<file path="config.mk">
export PLATFORM = sky130hd
export DESIGN_NAME = sei_sideband
export DESIGN_NICKNAME = d
export VERILOG_FILES = /design/src/verilog/sei_pkg.sv /design/src/verilog/sei_debounce.sv /design/src/verilog/sei_mech_sel.sv /design/src/verilog/sei_sideband.sv
export VERILOG_INCLUDE_DIRS = /design/src /design/src/verilog
export SDC_FILE = /design/constraint.sdc
export NUM_CORES = 1
export LEC_CHECK = 0
export BUFFER_PORTS_ARGS = -buffer_cell sky130_fd_sc_hd__buf_2
export CORE_AREA = 4 4 269 271
export CTS_CLUSTER_SIZE = 40
export DETAILED_ROUTE_END_ITERATION = 8
export DIE_AREA = 0 0 273 275
export PLACE_DENSITY = 0.47
export SLEW_MARGIN = 15
export SYNTH_ARGS = -nofsm -noshare
export SYNTH_HDL_FRONTEND = slang
export SYNTH_HIERARCHICAL = 1
export SYNTH_SLANG_ARGS = --single-unit
</file>
<file path="constraint.sdc">
create_clock -name mclk -period 3.2 [get_ports mclk]
set_clock_uncertainty 0.15 [all_clocks]
set_input_delay 0.48 -clock mclk [delete_from_list [all_inputs] [get_ports mclk]]
set_output_delay 0.48 -clock mclk [all_outputs]
set_load 0.02 [all_outputs]
</file>
<file path="src/verilog/sei_consts.svh">
// Named constants for the sideband error and interrupt signalling block.
`ifndef SEI_CONSTS_SVH
`define SEI_CONSTS_SVH
`define SEI_NPORT        4
`define SEI_NDOWN        3
`define SEI_NUNC         32
`define SEI_UIE_BIT      22
`define SEI_DEB_MS       10
`define SEI_CLK_KHZ      250000
`define SEI_DEB_CYCLES   (`SEI_DEB_MS * `SEI_CLK_KHZ)
`define SEI_DEB_W        22
`define SEI_US_PER_MS    1000
`define SEI_TICK_CYCLES  (`SEI_CLK_KHZ / `SEI_US_PER_MS)
`define SEI_DEB_TICKS    (`SEI_DEB_MS * `SEI_US_PER_MS)
`define SEI_SRC_PME      0
`define SEI_SRC_HP       1
`define SEI_SRC_GPI      2
`define SEI_NSRC         3
`endif

</file>
<file path="src/verilog/sei_pkg.sv">
// Types shared by the sideband error and interrupt signalling block.
package sei_pkg;
  typedef struct packed {
    logic [31:0] severity;
    logic [31:0] mask;
    logic        fatalRptEn;
    logic        serrEn;
  } sei_errcfg_t;

  typedef struct packed {
    logic intxDisable;
    logic msiEnable;
    logic pinEnHp;
    logic pinEnOther;
  } sei_intcfg_t;

  typedef struct packed {
    logic pdcEnable;
    logic hpIntEnable;
  } sei_slotcfg_t;

  typedef enum logic [2:0] {
    SEI_MECH_NONE = 3'h1,
    SEI_MECH_MSG  = 3'h2,
    SEI_MECH_PIN  = 3'h4
  } sei_mech_t;
endpackage

</file>
<file path="src/verilog/sei_debounce.sv">
// Debouncer for one active-low slot presence input.
`timescale 1ns/1ns
`default_nettype none
`include "sei_consts.svh"
module sei_debounce (
  input  wire logic mclk,
  input  wire logic resetn,
  input  wire logic rawIn,
  input  wire logic debounceTick,
  output logic      stable,
  output logic      changed
);
  logic [`SEI_DEB_W-1:0] count;
  logic [`SEI_DEB_W-1:0] next_count;
  logic                  next_stable;
  logic                  next_changed;

  // A new level is accepted only after it held for the whole window.
  always_comb begin
    next_count   = count;
    next_stable  = stable;
    next_changed = 1'b0;
    if (rawIn == stable) begin
      next_count = '0;
    end else if (debounceTick) begin
      next_count = count + `SEI_DEB_W'(1);
      if (next_count == `SEI_DEB_W'(`SEI_DEB_TICKS)) begin
        next_stable  = rawIn;
        next_changed = 1'b1;
        next_count   = '0;
      end
    end
  end

  always_ff @(posedge mclk) begin
    if (!resetn) begin
      count   <= '0;
      stable  <= 1'b1;
      changed <= 1'b0;
    end else begin
      count   <= next_count;
      stable  <= next_stable;
      changed <= next_changed;
    end
  end
endmodule
`default_nettype wire

</file>
<file path="src/verilog/sei_mech_sel.sv">
// Selects the single interrupt signalling mechanism of one port.
`timescale 1ns/1ns
`default_nettype none
module sei_mech_sel (
  input  wire logic          mclk,
  input  wire logic          resetn,
  input  wire sei_pkg::sei_intcfg_t cfg,
  output var  sei_pkg::sei_mech_t   mech
);
  import sei_pkg::*;
  sei_mech_t next_mech;

  // MSI wins; with interrupt disable clear, a pin enable picks the pin.
  always_comb begin
    if (cfg.msiEnable) begin
      next_mech = SEI_MECH_MSG;
    end else if (cfg.intxDisable) begin
      next_mech = SEI_MECH_NONE;
    end else if (cfg.pinEnHp || cfg.pinEnOther) begin
      next_mech = SEI_MECH_PIN;
    end else begin
      next_mech = SEI_MECH_MSG;
    end
  end

  always_ff @(posedge mclk) begin
    if (!resetn) begin
      mech <= SEI_MECH_NONE;
    end else begin
      mech <= next_mech;
    end
  end
endmodule
`default_nettype wire

</file>
<file path="src/verilog/sei_sideband.sv">
// Fatal error pin, presence change latching and legacy interrupt pin.
// How it works
// - Fatal pin low exactly when a fatal error message would be sent.
// - Standard error counts only if severity is fatal and unmasked.
// - Also needs fatal reporting enable or SERR enable of that port.
// - RAM ECC error sets port 0 internal error status; qualifies likewise.
// - Any debounced presence change sets the presence changed status bit.
// - Presence input debounced inside; outside holds it 10 ms per change.
// - Legacy pin only with interrupt disable clear and MSI enable clear.
// - Legacy pin also needs the per-source pin output enable bits set.
// - Each port uses at most one mechanism, message (also with MSI) or pin; none with interrupt disable set and MSI clear.
// - Legacy pin low while any unmasked power, hot plug or GPI event.
`timescale 1ns/1ns
`default_nettype none
`include "sei_consts.svh"
module sei_sideband (
  input  wire logic                          mclk,
  input  wire logic                          resetn,
  input  wire logic [`SEI_NPORT-1:0][31:0]   uncErrEvent,
  input  wire logic [`SEI_NPORT-1:0][31:0]   uncErrClear,
  input  wire sei_pkg::sei_errcfg_t [`SEI_NPORT-1:0] errCfg,
  input  wire logic                          ramEccErr,
  input  wire logic [`SEI_NDOWN-1:0]         slot_presence_in_n,
  input  wire sei_pkg::sei_slotcfg_t [`SEI_NDOWN-1:0] slotCfg,
  input  wire logic [`SEI_NDOWN-1:0]         pdcClear,
  input  wire sei_pkg::sei_intcfg_t [`SEI_NPORT-1:0] intCfg,
  input  wire logic [`SEI_NPORT-1:0]         pmeEvent,
  input  wire logic [`SEI_NPORT-1:0]         gpiEvent,
  input  wire logic [`SEI_NPORT-1:0]         srcClear,
  output logic                               fatalErrOutN,
  output logic                               legacy_interrupt_out_n,
  output logic                               legacyIntOe,
  output logic [`SEI_NPORT-1:0][31:0]        uncErrStatus,
  output logic [`SEI_NDOWN-1:0]              presenceState,
  output logic [`SEI_NDOWN-1:0]              pdcStatus,
  output logic [`SEI_NPORT-1:0]              msgIntReq
);
  import sei_pkg::*;

  // Three-bit source pending set: power event, hot plug, GPI.
  logic [`SEI_NPORT-1:0][`SEI_NSRC-1:0] pend;
  logic [`SEI_NPORT-1:0][`SEI_NSRC-1:0] next_pend;
  logic [`SEI_NPORT-1:0][31:0]          next_uncErrStatus;
  logic [`SEI_NDOWN-1:0]                next_pdcStatus;
  logic [`SEI_NDOWN-1:0]                debChanged;
  logic [`SEI_NDOWN-1:0]                debStable;
  logic [`SEI_NPORT-1:0]                hpSet;
  logic [`SEI_NPORT-1:0]                pinReq;
  logic [`SEI_NPORT-1:0]                next_msgIntReq;
  logic [`SEI_NPORT-1:0]                portFatal;
  sei_mech_t [`SEI_NPORT-1:0]           mech;
  logic                                 next_fatalErrOutN;
  logic                                 next_legacyN;
  logic [15:0]                          msDiv;
  logic [15:0]                          next_msDiv;
  logic                                 msTick;

  // Fatal qualification of one port, shared by the pin and assertions.
  function automatic logic fatal_qual(input logic [31:0] st,
                                      input sei_errcfg_t c);
    fatal_qual = |(st & c.severity & ~c.mask) &&
                 (c.fatalRptEn || c.serrEn);
  endfunction

  // Divider giving a one-cycle tick every microsecond for the debouncer.
  always_comb begin
    msTick     = (msDiv == 16'(`SEI_TICK_CYCLES - 1));
    next_msDiv = msTick ? 16'h0000 : msDiv + 16'h0001;
  end

  generate
    for (genvar d = 0; d < `SEI_NDOWN; d++) begin : g_slot
      sei_debounce u_deb (
        .mclk         (mclk),
        .resetn       (resetn),
        .rawIn        (slot_presence_in_n[d]),
        .debounceTick (msTick),
        .stable       (debStable[d]),
        .changed      (debChanged[d])
      );
    end
    for (genvar p = 0; p < `SEI_NPORT; p++) begin : g_mech
      sei_mech_sel u_sel (
        .mclk   (mclk),
        .resetn (resetn),
        .cfg    (intCfg[p]),
        .mech   (mech[p])
      );
    end
  endgenerate

  always_comb begin
    next_uncErrStatus = uncErrStatus;
    next_pdcStatus    = pdcStatus;
    hpSet             = '0;
    for (int p = 0; p < `SEI_NPORT; p++) begin
      // Set wins over a clear in the same cycle.
      next_uncErrStatus[p] = (uncErrStatus[p] & ~uncErrClear[p])
                             | uncErrEvent[p];
    end
    next_uncErrStatus[0][`SEI_UIE_BIT] =
      next_uncErrStatus[0][`SEI_UIE_BIT] | ramEccErr;
    for (int d = 0; d < `SEI_NDOWN; d++) begin
      next_pdcStatus[d] = (pdcStatus[d] & ~pdcClear[d])
                          | debChanged[d];
      // Downstream port d+1 hot plug source is the latched change bit.
      hpSet[d+1] = pdcStatus[d] && slotCfg[d].pdcEnable
                   && slotCfg[d].hpIntEnable;
    end
  end

  always_comb begin
    next_fatalErrOutN = 1'b1;
    next_legacyN      = 1'b1;
    for (int p = 0; p < `SEI_NPORT; p++) begin
      portFatal[p] = fatal_qual(uncErrStatus[p], errCfg[p]);
      if (portFatal[p]) begin
        next_fatalErrOutN = 1'b0;
      end
      next_pend[p] = pend[p] & ~{`SEI_NSRC{srcClear[p]}};
      next_pend[p][`SEI_SRC_PME] = next_pend[p][`SEI_SRC_PME] | pmeEvent[p];
      next_pend[p][`SEI_SRC_GPI] = next_pend[p][`SEI_SRC_GPI] | gpiEvent[p];
      next_pend[p][`SEI_SRC_HP]  = hpSet[p];
      pinReq[p] = (pend[p][`SEI_SRC_HP] && intCfg[p].pinEnHp) ||
                  ((pend[p][`SEI_SRC_PME] || pend[p][`SEI_SRC_GPI])
                   && intCfg[p].pinEnOther);
      if (mech[p] == SEI_MECH_PIN && pinReq[p]) begin
        next_legacyN = 1'b0;
      end
      next_msgIntReq[p] = (mech[p] == SEI_MECH_MSG) && (|pend[p]);
    end
  end

  always_ff @(posedge mclk) begin
    if (!resetn) begin
      msDiv                  <= 16'h0000;
      uncErrStatus           <= '0;
      pdcStatus              <= '0;
      pend                   <= '0;
      fatalErrOutN           <= 1'b1;
      legacy_interrupt_out_n <= 1'b1;
      legacyIntOe            <= 1'b0;
      presenceState          <= '1;
      msgIntReq              <= '0;
    end else begin
      msDiv                  <= next_msDiv;
      uncErrStatus           <= next_uncErrStatus;
      pdcStatus              <= next_pdcStatus;
      pend                   <= next_pend;
      fatalErrOutN           <= next_fatalErrOutN;
      legacy_interrupt_out_n <= next_legacyN;
      legacyIntOe            <= ~next_legacyN;
      presenceState          <= debStable;
      msgIntReq              <= next_msgIntReq;
    end
  end

  fatal_follow_a: assert property (
    @(posedge mclk) disable iff (!resetn)
    (|portFatal) |=> !fatalErrOutN)
    else $error("fatal pin not asserted for a qualified error");
  fatal_release_a: assert property (
    @(posedge mclk) disable iff (!resetn)
    !(|portFatal) |=> fatalErrOutN)
    else $error("fatal pin asserted without a qualified error");
  fatal_enable_a: assert property (
    @(posedge mclk) disable iff (!resetn)
    (!errCfg[0].fatalRptEn && !errCfg[0].serrEn && !(|portFatal[3:1]))
    |=> fatalErrOutN)
    else $error("fatal pin asserted while reporting disabled");
  ecc_latch_a: assert property (
    @(posedge mclk) disable iff (!resetn)
    ramEccErr |=> uncErrStatus[0][`SEI_UIE_BIT])
    else $error("ram ecc error not recorded");
  ecc_fatal_a: assert property (
    @(posedge mclk) disable iff (!resetn)
    (uncErrStatus[0][`SEI_UIE_BIT] && errCfg[0].severity[`SEI_UIE_BIT] &&
     !errCfg[0].mask[`SEI_UIE_BIT] &&
     (errCfg[0].fatalRptEn || errCfg[0].serrEn))
    |=> !fatalErrOutN)
    else $error("fatal ram ecc error left the fatal pin high");
  pdc_set_a: assert property (
    @(posedge mclk) disable iff (!resetn)
    debChanged[0] |=> pdcStatus[0])
    else $error("presence change not latched");
  hp_gate_a: assert property (
    @(posedge mclk) disable iff (!resetn)
    !slotCfg[0].hpIntEnable |=> !pend[1][`SEI_SRC_HP])
    else $error("hot plug pending with interrupt enable clear");
  pin_msi_a: assert property (
    @(posedge mclk) disable iff (!resetn)
    (mech[0] != SEI_MECH_PIN && mech[1] != SEI_MECH_PIN &&
     mech[2] != SEI_MECH_PIN && mech[3] != SEI_MECH_PIN)
    |=> legacy_interrupt_out_n)
    else $error("legacy pin asserted outside pin mode");
  // The message request is registered from the previous cycle's mechanism.
  one_mech_a: assert property (
    @(posedge mclk) disable iff (!resetn)
    !(msgIntReq[0] && $past(mech[0]) == SEI_MECH_PIN))
    else $error("two mechanisms active on one port");
  pin_oe_a: assert property (
    @(posedge mclk) disable iff (!resetn)
    legacyIntOe == !legacy_interrupt_out_n)
    else $error("legacy pin enable and level disagree");
  legacy_idle_a: assert property (
    @(posedge mclk) disable iff (!resetn)
    !(|pinReq) |=> legacy_interrupt_out_n)
    else $error("legacy pin held low with no pin request");

  // Per-port checks of qualification, mechanism choice and pending sources.
  generate
    for (genvar p = 0; p < `SEI_NPORT; p++) begin : g_port_chk
      port_fatal_a: assert property (
        @(posedge mclk) disable iff (!resetn)
        portFatal[p] |=> !fatalErrOutN)
        else $error("qualified port error left the fatal pin high");
      status_set_a: assert property (
        @(posedge mclk) disable iff (!resetn)
        (|uncErrEvent[p]) |=> ((uncErrStatus[p] & $past(uncErrEvent[p]))
                               == $past(uncErrEvent[p])))
        else $error("error event not recorded in status");
      pin_gate_a: assert property (
        @(posedge mclk) disable iff (!resetn)
        (intCfg[p].msiEnable || intCfg[p].intxDisable)
        |=> mech[p] != SEI_MECH_PIN)
        else $error("pin mechanism chosen while disabled");
      pin_src_gate_a: assert property (
        @(posedge mclk) disable iff (!resetn)
        !(intCfg[p].pinEnHp || intCfg[p].pinEnOther)
        |=> mech[p] != SEI_MECH_PIN)
        else $error("pin mechanism chosen with no pin enable");
      msi_sel_a: assert property (
        @(posedge mclk) disable iff (!resetn)
        intCfg[p].msiEnable |=> mech[p] == SEI_MECH_MSG)
        else $error("message mechanism not chosen with MSI on");
      msg_excl_a: assert property (
        @(posedge mclk) disable iff (!resetn)
        !(msgIntReq[p] && $past(mech[p]) == SEI_MECH_PIN))
        else $error("message request raised in pin mode");
      pme_pend_a: assert property (
        @(posedge mclk) disable iff (!resetn)
        pmeEvent[p] |=> pend[p][`SEI_SRC_PME])
        else $error("power event not held pending");
      gpi_pend_a: assert property (
        @(posedge mclk) disable iff (!resetn)
        gpiEvent[p] |=> pend[p][`SEI_SRC_GPI])
        else $error("input event not held pending");
      pin_low_a: assert property (
        @(posedge mclk) disable iff (!resetn)
        (mech[p] == SEI_MECH_PIN && pinReq[p]) |=> !legacy_interrupt_out_n)
        else $error("pin request did not pull the legacy pin low");
      pend_hold_a: assert property (
        @(posedge mclk) disable iff (!resetn)
        (pend[p][`SEI_SRC_PME] && !srcClear[p]) |=> pend[p][`SEI_SRC_PME])
        else $error("pending power event lost without a clear");
      pend_clear_a: assert property (
        @(posedge mclk) disable iff (!resetn)
        (srcClear[p] && !pmeEvent[p] && !gpiEvent[p])
        |=> (!pend[p][`SEI_SRC_PME] && !pend[p][`SEI_SRC_GPI]))
        else $error("pending source survived its clear");
    end
  endgenerate

  // Per-slot checks of presence latching and hot plug gating.
  generate
    for (genvar d = 0; d < `SEI_NDOWN; d++) begin : g_slot_chk
      slot_pdc_a: assert property (
        @(posedge mclk) disable iff (!resetn)
        debChanged[d] |=> pdcStatus[d])
        else $error("slot presence change not latched");
      presence_follow_a: assert property (
        @(posedge mclk) disable iff (!resetn)
        1'b1 |=> presenceState[d] == $past(debStable[d]))
        else $error("presence state does not follow debounced level");
      hp_level_a: assert property (
        @(posedge mclk) disable iff (!resetn)
        (pdcStatus[d] && slotCfg[d].pdcEnable && slotCfg[d].hpIntEnable)
        |=> pend[d+1][`SEI_SRC_HP])
        else $error("enabled presence change not pending");
      hp_mask_a: assert property (
        @(posedge mclk) disable iff (!resetn)
        !slotCfg[d].pdcEnable |=> !pend[d+1][`SEI_SRC_HP])
        else $error("hot plug pending with change enable clear");
      pdc_hold_a: assert property (
        @(posedge mclk) disable iff (!resetn)
        (pdcStatus[d] && !pdcClear[d]) |=> pdcStatus[d])
        else $error("presence changed bit lost without a clear");
      pdc_clear_a: assert property (
        @(posedge mclk) disable iff (!resetn)
        (pdcClear[d] && !debChanged[d]) |=> !pdcStatus[d])
        else $error("presence changed bit survived its clear");
    end
  endgenerate
endmodule
`default_nettype wire

</file>
# [Word-level counts from Yosys, hierarchy flattened]
# Index checks and enable logic that the tools add are counted.
[op_classes] n_reduce_logical=64 addsub=4 bitwise_logic=56 eq_ne=15 mux=26
[op_table] operator="$and A32 B32 Y32" count=12
[op_table] operator="$not A32 Y32" count=8
[op_table] operator="$or A32 B32 Y32" count=4
[op_table] operator="$reduce_or A32 Y1" count=4
[op_table] operator="$add A22 B1 Y22 const B" count=3
[op_table] operator="$eq A22 B14 Y1 const B" count=3
[op_table] operator="$mux W22" count=3
[op_table] operator="$reduce_or A3 Y1" count=11
[op_table] operator="$logic_and A1 B1 Y1" count=26
[op_table] operator="$add A16 B1 Y16 const B" count=1
[op_table] operator="$eq A16 B8 Y1 const B" count=1
[op_table] operator="$logic_or A1 B1 Y1" count=16
[op_table] operator="$mux W2" count=8
[op_table] operator="$and A3 B3 Y3" count=4
[op_table] operator="$eq A3 B2 Y1 const B" count=4
[op_table] operator="$eq A3 B3 Y1 const B" count=4
[op_table] operator="$mux W3" count=4
[op_table] operator="$not A3 Y3" count=4
[op_table] operator="$or A1 B1 Y1" count=12
[op_table] operator="$mux W1" count=11
[op_table] operator="$not A1 Y1" count=9
[op_table] operator="$reduce_and A3 Y1" count=3
[op_table] operator="$reduce_or A2 Y1" count=4
[op_table] operator="$and A1 B1 Y1" count=3
[op_table] operator="$eq A1 B1 Y1" count=3
[word_totals] output_inout_bits=141 input_bits=563 word_cells=198 reg_bits=253

# [Depth between registers and ports, before layout]
# Gate-level depths: netlist of run 1.
[logic_depth] word_depth=9 mapped_depth=9 mapped_depth_nobuf=8

# [By module]
# Netlist of run 1, hierarchy kept.
[by_module_without_submodules] module="sei_sideband" instances=1 cells_per_inst=913 area_per_inst_um2=6851.6 seq_area_each_um2=3363.2
[by_module_without_submodules] module="sei_debounce" instances=3 cells_per_inst=189 area_per_inst_um2=1536.5 seq_area_each_um2=480.5
[by_module_without_submodules] module="sei_mech_sel" instances=4 cells_per_inst=9 area_per_inst_um2=105.1 seq_area_each_um2=60.1

# [Least setup slack after synthesis of run 1]
# OpenSTA, ideal clock, no wires.
[synth_timing] kind="register to register" from="register g_slot[0].u_deb.count[0]" to="register g_slot[0].u_deb.count[10]" t_required_ps=2930 path_stages_with_launch=9 setup_ps=120 setup_slack_ps=645 arrival_ps=2285 n_path_buf=0 synth_period_minus_slack_ps=2555 cell_sequence="dfxtp_1 ha_1 nand4_1 o32a_1 o32ai_1 o2111ai_1 a2111oi_4 nor3_2 a211o_1"
[synth_via] elab_chain_len=3
[synth_lines] element="start: declaration" line_no="sei_debounce.sv:13" source="logic [`SEI_DEB_W-1:0] count;"
[synth_lines] element="start signal: assignment" line_no="sei_debounce.sv:41" source="count <= next_count;"
[synth_lines] element="$add A22 B1 Y22 *" line_no="sei_debounce.sv:26" source="next_count = count + `SEI_DEB_W'(1);"
[synth_lines] element="$eq A22 B14 Y1" line_no="sei_debounce.sv:27" source="if (next_count == `SEI_DEB_W'(`SEI_DEB_TICKS)) begin"
[synth_lines] element="$mux W22 *" line_no="sei_debounce.sv:27"
# Every way passes the cells marked *; elsewhere a longest branch is shown, timed or not.
# A chain may end at the register's enable or synchronous reset.

# [Final worst setup path of run 1]
# Same ends and word-level chain as after synthesis.

==> qor.yml, run 1 <==
worst_setup_path:
  cp.arrival_ns: 3.14
  critPathBufInv: 1
  crit_path_start: "g_slot[0].u_deb/count[0]"
  end_kind: "flop"
  path_cells: "ha_1 > nand3_1 > nor4_2 > nand4b_1 > a2111oi_4 > buf_4 > nor3_2 > a211o_1"
  critPathTopFamily: "simple AND/OR/NAND/NOR gates"
  crit_path_start_kind: "flop"
  worstPathRequired_ns: 3.47
  crit_fanout: 7
  worstSetupPathType: "reg -> reg"
  slowest_stage: "nor4_2"
  r2r_start: "g_slot[0].u_deb/count[0]"
  max_stage_delay_ns: 0.49
clocking:
  worstSkewPairLatency_ns: 0.53
  cts_setup_buffers: 0
  cts_resized: 0
  clockRootBuffer: "clkbuf_16"
  clk_pin_slew_ns: 0.06
  cts_sinks: 252
  ctsLongestPathBuffers: 3
  htreeDepth: 2
  cts_buffers: 35
  cts_tree: "yes"
yosys:
  synth_flop_cell: "dfxtp_1"
  synth_edf_count: 0
  synth_area_um2: 11900
  yosys_warnings: 6
  ys_ff_latch: 252
  ys_seq_area_share_pct: 42.5
  synth.distinct_cells: 60
  synth_area_per_cell_um2: 7.84
  netlist_instances: 1516
  syn_nets: 2084
  synthArstFlopShare_pct: 0
sta:
  fin_crit_sh_pct: 89.7
  setup_viol: 0
  hold_viol_final: 0
  rsz0062_at_grt: "no"
  tightest_slew_ns: 0.705
  drv_slew: 0
  hold_ws_ns: 0.0375
  fin_tns_setup_ns: 0
  max_clock_freq_mhz: 348
  period_minus_slack_ns: 2.87
  relSlewSlack_pct: 53.0
finish:
  final_util_pct: 27.2
  layout_commonest_cell: "buf_2"
  num-nets-final: 2921
  final_cell_mix: "buf_2, dfxtp_1, nor2_1"
  drive_above_1_share_pct: 35.2
  syn_to_final_growth_pct: 59.9
floorplanning:
  num_rows: 97
  initial_core_util_pct: 17.0
  die_h_um: 275
  dieArea_um2: 75100
  core_area_um2: 69800
  io_pins: 704
  die_x_um: 273
status:
  outcome: "finished, final reports clean"
grt:
  grt_remaining_overflow: 0
  grt_start_max_net_pins: 51
  grt_pass1_vias: 13612
  grt_pass1_wl_mm: 106
  antenna_found_initial: 31
  grt_usage_pct: 20.2
routing:
  drt_first_iter_violations: 925
  drc: 0
  wire_per_inst_um: 24.1
  routed_wl_mm: 80.4
  ant_nets: 0
  routed-via-count: 14197
  drt_first_pass_iters: 5
  avgViaCountPerCell: 4.26
placement:
  io_buffers: 703
  place_congestion: 0.976
  dp_hpwl_mm: 68.7
power:
  p_leak_uw: 0.00872
  peakVddDrop_mv: 0.268
  power_density_nw_per_um2: 460
worst_hold_path:
  hold_start: "uncErrEvent[46]"
  hp-class: "in -> reg"
job:
  cap_violations: 0
-- where the power goes --
part	internal, µW	total, µW	switching [µW]	leakage, µW
Sequential	3270	3440	177	0.00208
Combinational	570	1310	740	0.00606
Clock	2420	3980	1560	0.000575
Total	6260	8740	2480	0.00872
-- cell usage after synthesis (4+ instances only) --
cell type | instances | area [µm²]
nor2b_1 | 22 | 138
nand3_2 | 4 | 40.0
inv_1 | 141 | 529
a21oi_1 | 138 | 691
nand4_1 | 33 | 206
nand3_1 | 62 | 310
nor3b_1 | 6 | 45.0
clkbuf_1 | 28 | 105
buf_6 | 8 | 90.1
o21a_1 | 23 | 173
o32ai_1 | 6 | 52.6
and2_1 | 6 | 37.5
nand2_1 | 203 | 762
o21ai_0 | 10 | 50.1
nand2b_1 | 11 | 68.8
nor3_1 | 22 | 110
and3_1 | 11 | 68.8
a211oi_1 | 6 | 45.0
ha_1 | 5 | 62.6
nor2_2 | 5 | 31.3
buf_2 | 9 | 45.0
nor2_1 | 222 | 833
xnor2_1 | 33 | 289
and4_1 | 10 | 87.6
a22o_1 | 9 | 78.8
xor2_1 | 35 | 307
nor3_2 | 8 | 80.1
a211o_1 | 9 | 78.8
nor4_1 | 15 | 93.8
or3_1 | 15 | 93.8
clkbuf_2 | 9 | 45.0
dfxtp_1 | 252 | 5040
nor4b_2 | 4 | 60.1
o22ai_1 | 68 | 425
-- metal layers --
metal	part of all wire [%]	wire length, µm	vias to the layer above	global-route usage [%]
met5	0.011	9	-	0
met4	3.2	2570	2	6.79
met3	17	13600	108	14.9
met1	39	31600	6589	23.7
li1	-	-	6883	-
met2	41	32600	615	28.4
-- state kept, by name, indices dropped and copies added, names as in the netlist, 4 cells and up --
register	cells
uncErrStatus	128
g_slot.u_deb/count	66
msDiv	16
g_mech.u_sel/mech	12
pend	11
msgIntReq	4
-- logic make-up (layout without fill, tap and decap cells) --
kind of cell	Yosys count	count (layout)	synth area share, %
and+or+nand+nor	688	688	28.2
AOI/OAI and AO/OA	305	305	16.6
DFF	252	252	42.5
buffers and inverters	195	1055	6.86
xor gates and xnor gates	68	68	5.01
adders and majority gates	5	5	0.527
muxes	3	3	0.284
other	0	19	0
-- repair_timing --
action	4_1_cts	5_1_grt
endpoints found under the setup margin	0	0
endpoints found under the hold margin	131	0
hold buffers	131	0
-- final cells by class --
class / count / area, µm²
clock buffers: 49 / 1040
well taps: 940 / 1180
repair buffers: 854 / 5020
fillers: 7796 / 50800
multi-input cells: 1069 / 6020
flip-flops and latches: 252 / 5040
inverters: 141 / 532
clock inverters: 11 / 123
diodes: 19 / 47.5
-- metrics by stage --
step | worst slack [ns] | cells | total power, µW | instance area (µm²)
after floorplan | 0.645 | 1516 | 3820 | 11900
after detailed placement | 0.347 | 3125 | 4680 | 16500
after global routing | 0.0774 | 3332 | 9130 | 19000
after CTS | 0.327 | 3316 | 8900 | 19000
after global placement | 0.385 | 3125 | 4680 | 16500
final | 0.330 | 3335 | 8740 | 19000
-- worst min-delay path: stages --
cell	delay (ns)
buf_2	0.08
a21oi_1	0.04
nor2_1	0.08
-- worst paths after layout --
| kind | cells after the start | slack [ns] | to |
|---|---|---|---|
| setup reg to reg | 8 | 0.33 | g_slot[0].u_deb/count[10] |
| setup / recovery | 8 | 0.33 | g_slot[0].u_deb/count[10] |
| hold / removal | 3 | 0.04 | uncErrStatus[46] |
| hold reg to reg | 1 | 0.27 | msgIntReq[0] |
No activity file was read; power rests on OpenSTA's default activity.
==> run 2, diff against run 1 <==
--- a/config.mk
+++ b/config.mk
@@ -11,7 +11,7 @@
 export CTS_CLUSTER_SIZE = 40
 export DETAILED_ROUTE_END_ITERATION = 8
 export DIE_AREA = 0 0 273 275
-export PLACE_DENSITY = 0.47
+export PLACE_DENSITY_LB_ADDON = 0.3
 export SLEW_MARGIN = 15
 export SYNTH_ARGS = -nofsm -noshare
 export SYNTH_HDL_FRONTEND = slang
==> run 2 against run 1 <==
Effect of this change:
- routed wire length is 0.99% lower
- non-clock buffer count is 12 higher
- critical path type unchanged
- highest routed layer is now met4
- worst hold slack better by 0.012 ns
==> qor.yml, run 2 (synthesis gave the netlist of run 1 again) <==
worst_setup_path:
  path_cells: "nand4_1 > nor4_4 > a31o_2 > o211ai_1 > a2111oi_4 > nor3_2 > a211o_1"
  crit_path_start: "g_slot[2].u_deb/count[2]"
  worstSetupPathType: "reg -> reg"
  max_stage_delay_ns: 0.53  # +0.04 ns
  crit_fanout: 8  # +1
  crit_path_start_kind: "flop"
  worst-r2r-cell-count: 7  # -1
  critPathBufInv: 0  # -1
  rr_endpoint: "g_slot[2].u_deb/count[10]"
  worstPathRequired_ns: 3.49  # +0.02 ns
  end_kind: "flop"
  cp.arrival_ns: 3.16  # +0.02 ns
  slowest_stage: "a2111oi_4"
  r2r_setup_slack_ns: 0.32  # about the same
  r2r_start: "g_slot[2].u_deb/count[2]"
  critPathTopFamily: "compound AO/OA/AOI/OAI gates"
routing:
  drc: 0  # unchanged
  wl_met2_mm: 33.0  # +1.3%
  dr.max_layer_used: "met4"
  wire_per_inst_um: 23.8  # -1.4%
  drt-met1-wl_mm: 30.9  # -2.0%
  met3_length_mm: 13.3  # -2.4%
  drt_first_iter_violations: 986  # +6.6%
  ant_nets: 0  # unchanged
  routed-via-count: 14171  # -0.18%
  drt_first_pass_iters: 5  # unchanged
  routed_wl_mm: 79.6  # -0.99%
  avgViaCountPerCell: 4.23  # -0.60%
sta:
  drv_slew: 0  # unchanged
  hold_viol_final: 0  # unchanged
  period_minus_slack_ns: 2.88  # +0.00636 ns
  setup_viol: 0  # unchanged
  rsz0062_at_grt: "no"
  fin_crit_sh_pct: 89.9  # +0.20 points
  relSlewSlack_pct: 58.0  # +5.0 points
  tightest_slew_ns: 0.630  # -0.0747 ns
  max_clock_freq_mhz: 348  # -0.22%
  fin_tns_setup_ns: 0  # unchanged
floorplanning:
  core_area_um2: 69800  # unchanged
  die_h_um: 275  # unchanged
  die_x_um: 273  # unchanged
  dieArea_um2: 75100  # unchanged
  io_pins: 704  # unchanged
  num_rows: 97  # unchanged
  initial_core_util_pct: 17.0  # unchanged
placement:
  placed_area_um2: 16400  # -0.21%
  dp_hpwl_mm: 68.1  # -1.0%
  place_congestion: 0.964  # -1.2%
  io_buffers: 703  # unchanged
clocking:
  htreeDepth: 2  # unchanged
  cts_sinks: 252  # unchanged
  clk_pin_slew_ns: 0.06  # about the same
  worstSkewPairLatency_ns: 0.55  # +0.02 ns
  cts_tree: "yes"
  ctsLongestPathBuffers: 3  # unchanged
  cts_buffers: 35  # unchanged
  clockRootBuffer: "clkbuf_16"
finish:
  num-nets-final: 2933  # +0.41%
  layout_commonest_cell: "buf_2"
  final_util_pct: 27.4  # +0.20 points
  largest_reg_flops: 128  # unchanged
  syn_to_final_growth_pct: 61.1
  top_regs: "uncErrStatus: 128 flops, g_slot.u_deb/count: 66 flops, msDiv: 16 flops"
  regMostFlops: "uncErrStatus"
  final_cell_mix: "buf_2, dfxtp_1, nor2_1"
  final_cell_area_um2: 19100  # +0.74%
  drive_above_1_share_pct: 34.8  # -0.40 points
  n_fill_cell: 7734  # -0.80%
worst_hold_path:
  min_to: "uncErrStatus[22]"
  hp-class: "in -> reg"
  holdPathStages: 3  # unchanged
  hold_start: "uncErrClear[22]"
power:
  p_leak_uw: 0.00877  # +0.66%
  peakVddDrop_mv: 0.259  # -3.5%
  power_density_nw_per_um2: 460  # about the same
grt:
  grt_remaining_overflow: 0  # unchanged
  grt_pass1_vias: 13526  # -0.63%
  grt_start_max_net_pins: 59  # +16%
  grt_pass1_wl_mm: 104  # -1.6%
  grt_usage_pct: 19.9  # -0.23 points
  antenna_found_initial: 28  # -9.7%
status:
  outcome: "finished, final reports clean"
job:
  cap_violations: 0  # unchanged
## run 2: cell types whose count changed in the layout (fill, tap and decap cells not counted), moves of 2 or more
cell,delta
clkbuf_8,-2
clkinv_2,-2
clkinvlp_4,+2
dlygate4sd3_1,+14
clkbuf_1,+6
diode_2,-2
## run 2: worst max path at each step
stage                                            to  cells after the start
after CTS                 g_slot[2].u_deb/count[10]                      7
after global placement    g_slot[1].u_deb/count[10]                      7
after detailed placement  g_slot[1].u_deb/count[10]                      7
after global routing         g_slot[2].u_deb/stable                      8
after floorplan           g_slot[0].u_deb/count[10]                      8
final                     g_slot[2].u_deb/count[10]                      7
## run 2: metal layers
layer | global-route usage (%) | vias up
met5 | 0 | -
met4 | 5.73 | 0
met3 | 14.4 | 100
met2 | 29.2 | 553
met1 | 23.1 | 6606
li1 | - | 6912
## run 2: metrics by stage
stage	instances	power, µW	setup WS [ns]	hold WS, ns
after floorplan	1516	3820	0.645	0.247
after global placement	3122	4670	0.279	0.259
after detailed placement	3122	4680	0.253	0.261
after CTS	3331	8970	0.244	0.00122
after global routing	3340	9200	0.0695	0.0318
final	3349	8800	0.324	0.0497
## run 2: area by class of cell
class | instances | area [µm²] | share of cell area, %
Clock inverter | 10 | 126 | 0.660
Antenna cell | 17 | 42.5 | 0.222
Sequential cell | 252 | 5040 | 26.4
Clock buffer | 54 | 1060 | 5.53
Multi-Input combinational cell | 1069 | 6030 | 31.5
Inverter | 141 | 532 | 2.78
Timing Repair Buffer | 866 | 5130 | 26.8
Tap cell | 940 | 1180 | 6.14
## run 2: repair_timing
| action | 4_1_cts | 5_1_grt |
|---|---|---|
| hold buffers | 145 | 0 |
| setup buffers | 0 | 1 |
| endpoints found under the hold margin | 146 | 0 |
| resized for setup | 0 | 1 |
| endpoints found under the setup margin | 0 | 19 |
## run 2: worst reg2reg max path, stage by stage, from the launching register on
cell and delay, ns:
dfxtp_1 0.49, nand4_1 0.36, nor4_4 0.51, a31o_2 0.23, o211ai_1 0.13, a2111oi_4 0.53, nor3_2 0.10, a211o_1 0.27
## run 2: report_power, final
| group | total, µW | internal, µW | switching (µW) |
|---|---|---|---|
| sequential | 3440 | 3270 | 170 |
| clock | 4040 | 2450 | 1590 |
| combinational | 1320 | 579 | 745 |
| total | 8800 | 6300 | 2510 |
==> run 3, diff against run 2 <==
--- a/config.mk
+++ b/config.mk
@@ -8,9 +8,11 @@
 export LEC_CHECK = 0
 export BUFFER_PORTS_ARGS = -buffer_cell sky130_fd_sc_hd__buf_2
 export CORE_AREA = 4 4 269 271
+export CTS_CLUSTER_DIAMETER = 80
 export CTS_CLUSTER_SIZE = 40
 export DETAILED_ROUTE_END_ITERATION = 8
 export DIE_AREA = 0 0 273 275
+export GPL_TIMING_DRIVEN = 0
 export PLACE_DENSITY_LB_ADDON = 0.3
 export SLEW_MARGIN = 15
 export SYNTH_ARGS = -nofsm -noshare
==> run 3 against run 2 <==
Effect of this change:
- design area fell by 0.32%
- combinational power rose by 3%
- fmax fell by 2.4%
- register-to-register slack got worse by 0.07 ns
- sequential share of layout area rose by 0.085 points
- sequential cell count did not move
- via count rose by 1.7%
- worst hold slack got worse by 0.017 ns
- utilization fell by 0.088 points
- first-iteration DRC count fell by 2.7%
- clock-buffer cell count fell by 26
- routed wire length rose by 2.7%
- largest power group is now registers
==> qor.yml, run 3 (synthesis gave the netlist of run 1 again) <==
status:
  outcome: "finished, final reports clean"
sta:
  drv_slew: 0  # unchanged
  fin_ws_ns: 0.253  # -0.0710 ns
  fin_crit_sh_pct: 92.1  # +2.2 points
  fin_tns_setup_ns: 0  # unchanged
  tightest_slew_ns: 1.06  # +0.429 ns
  setup_viol: 0  # unchanged
  period_minus_slack_ns: 2.95  # +0.0710 ns
  hold_viol_final: 0  # unchanged
  rsz0062_at_grt: "no"
  relSlewSlack_pct: 29.4  # -29 points
  max_clock_freq_mhz: 339  # -2.4%
worst_setup_path:
  crit_fanout: 7  # -1
  max_stage_delay_ns: 0.49  # -0.04 ns
  worstPathRequired_ns: 3.55  # +0.06 ns
  slowest_stage: "nor4_2"
  cp.arrival_ns: 3.30  # +0.14 ns
  path_cells: "ha_1 > nand3_1 > nor4_2 > nor3b_1 > a31oi_1 > a2111oi_4 > buf_4 > or3_2 > a21oi_1"
  end_kind: "flop"
  worstSetupPathType: "reg -> reg"
  r2r_setup_slack_ns: 0.25  # -0.07 ns
  crit_path_start_kind: "flop"
routing:
  drt_first_iter_violations: 959  # -2.7%
  wire_per_inst_um: 24.2  # +1.7%
  routed_wl_mm: 81.7  # +2.7%
  ant_nets: 0  # unchanged
  avgViaCountPerCell: 4.26  # +0.62%
  drt_first_pass_iters: 5  # unchanged
  drc: 0  # unchanged
  routed-via-count: 14408  # +1.7%
floorplanning:
  core_area_um2: 69800  # unchanged
  io_pins: 704  # unchanged
  num_rows: 97  # unchanged
  die_x_um: 273  # unchanged
  dieArea_um2: 75100  # unchanged
  initial_core_util_pct: 17.0  # unchanged
  die_h_um: 275  # unchanged
clocking:
  htreeDepth: 1  # -1
  clockRootBuffer: "clkbuf_16"
  cts_sinks: 252  # unchanged
  worstSkewPairLatency_ns: 0.58  # +0.03 ns
  cts_tree: "yes"
  cts_buffers: 25  # -29%
  clk_pin_slew_ns: 0.09  # +0.03 ns
  ctsLongestPathBuffers: 3  # unchanged
power:
  power_density_nw_per_um2: 415  # -9.8%
  p_leak_uw: 0.00876  # -0.17%
  peakVddDrop_mv: 0.332  # +28%
grt:
  antenna_found_initial: 30  # +7.1%
  grt_start_max_net_pins: 27  # -54%
  grt_pass1_vias: 13744  # +1.6%
  grt_usage_pct: 20.3  # +0.37 points
  grt_remaining_overflow: 0  # unchanged
  grt_pass1_wl_mm: 106  # +2.2%
finish:
  regMostFlops: "uncErrStatus"
  final_cell_mix: "buf_2, dfxtp_1, nor2_1"
  num-nets-final: 2977  # +1.5%
  top_regs: "uncErrStatus: 128 flops, g_slot.u_deb/count: 66 flops, msDiv: 16 flops"
  syn_to_final_growth_pct: 60.6
  layout_commonest_cell: "buf_2"
  n_fill_cell: 7751  # +0.22%
  drive_above_1_share_pct: 34.3  # -0.46 points
  largest_reg_flops: 128  # unchanged
placement:
  place_ws_ns: 0.0844  # -0.168 ns
  place_congestion: 0.946  # -1.9%
  io_buffers: 703  # unchanged
  dp_hpwl_mm: 70.0  # +2.8%
job:
  cap_violations: 0  # unchanged
worst_hold_path:
  hp-class: "in -> reg"
==> run 3: cell count changes in the layout (fill, tap and decap cells not counted), moves of 4 or more <==
cell           previous run  this run
clkbuf_16                36        25
clkbuf_2                  0        10
clkbuf_1                  9        29
buf_4                    16         4
dlygate4sd3_1           145       159
clkbuf_8                  9         1
buf_2                   703       712
buf_6                     0         8
inv_8                     0         4
==> run 3: final cells by class <==
type                            count  area [µm²]  area share [%]
Buffer                             54         287            1.50
Multi-Input combinational cell   1069        6030            31.6
Tap cell                          940        1180            6.16
Inverter                          141         529            2.77
Clock inverter                     17         186           0.977
Clock buffer                       28         647            3.39
Sequential cell                   252        5040            26.4
Timing Repair Buffer              866        5140            26.9
Antenna cell                       17        42.5           0.223
==> run 3: metrics by stage <==
stage | instance area, µm² | hold WS, ns | total power [µW] | std cells | util [%]
finish | 19100 | 0.0324 | 7910 | 3384 | 27.3
global placement | 16600 | 0.255 | 4690 | 3159 | 23.8
global route | 19100 | 0.0255 | 8280 | 3379 | 27.3
CTS | 19000 | 0.000122 | 8030 | 3363 | 27.2
floorplan | 11900 | 0.247 | 3820 | 1516 | -
detailed placement | 16600 | 0.257 | 4690 | 3159 | 23.8
==> run 3: metal layers <==
layer  vias to the layer above  GRT usage [%]  share of wire, %
li1                       6985              -                 -
met1                      6746           23.3                38
met2                       575           29.9                42
met3                        96           15.1                18
met4                         6           5.24               2.2
met5                         -              0             0.054
==> run 3: report_power, final <==
group          leakage, µW  total, µW  internal [µW]  switching, µW
sequential         0.00208       3440           3260            175
clock             0.000403       3120           1550           1570
combinational      0.00628       1360            586            772
==> run 3: critical path, delay by kind of cell, from the launching register on <==
family / cells / cell delay [ns]
AO/OA/AOI/OAI: 3 / 0.51
adder cells (fa/ha/maj): 1 / 0.33
buffers and inverters: 1 / 0.18
flip-flops: 1 / 0.47
AND/OR/NAND/NOR: 4 / 1.23
==> run 3: final timing paths <==
check,end,cells past startpoint,start
hold reg to reg,msgIntReq[3],1,g_mech[3].u_sel/mech[0]
hold / removal,uncErrStatus[96],4,uncErrClear[96]
setup / recovery,g_slot[0].u_deb/count[0],9,g_slot[0].u_deb/count[0]
setup reg to reg,g_slot[0].u_deb/count[0],9,g_slot[0].u_deb/count[0]
==> run 3: timing repair <==
action / in CTS / in global routing
hold buffers: 159 / 0
setup buffers: 0 / 4
gates resized for setup: 0 / 0
endpoints found under the hold margin: 150 / 0
setup endpoints to repair: 0 / 35
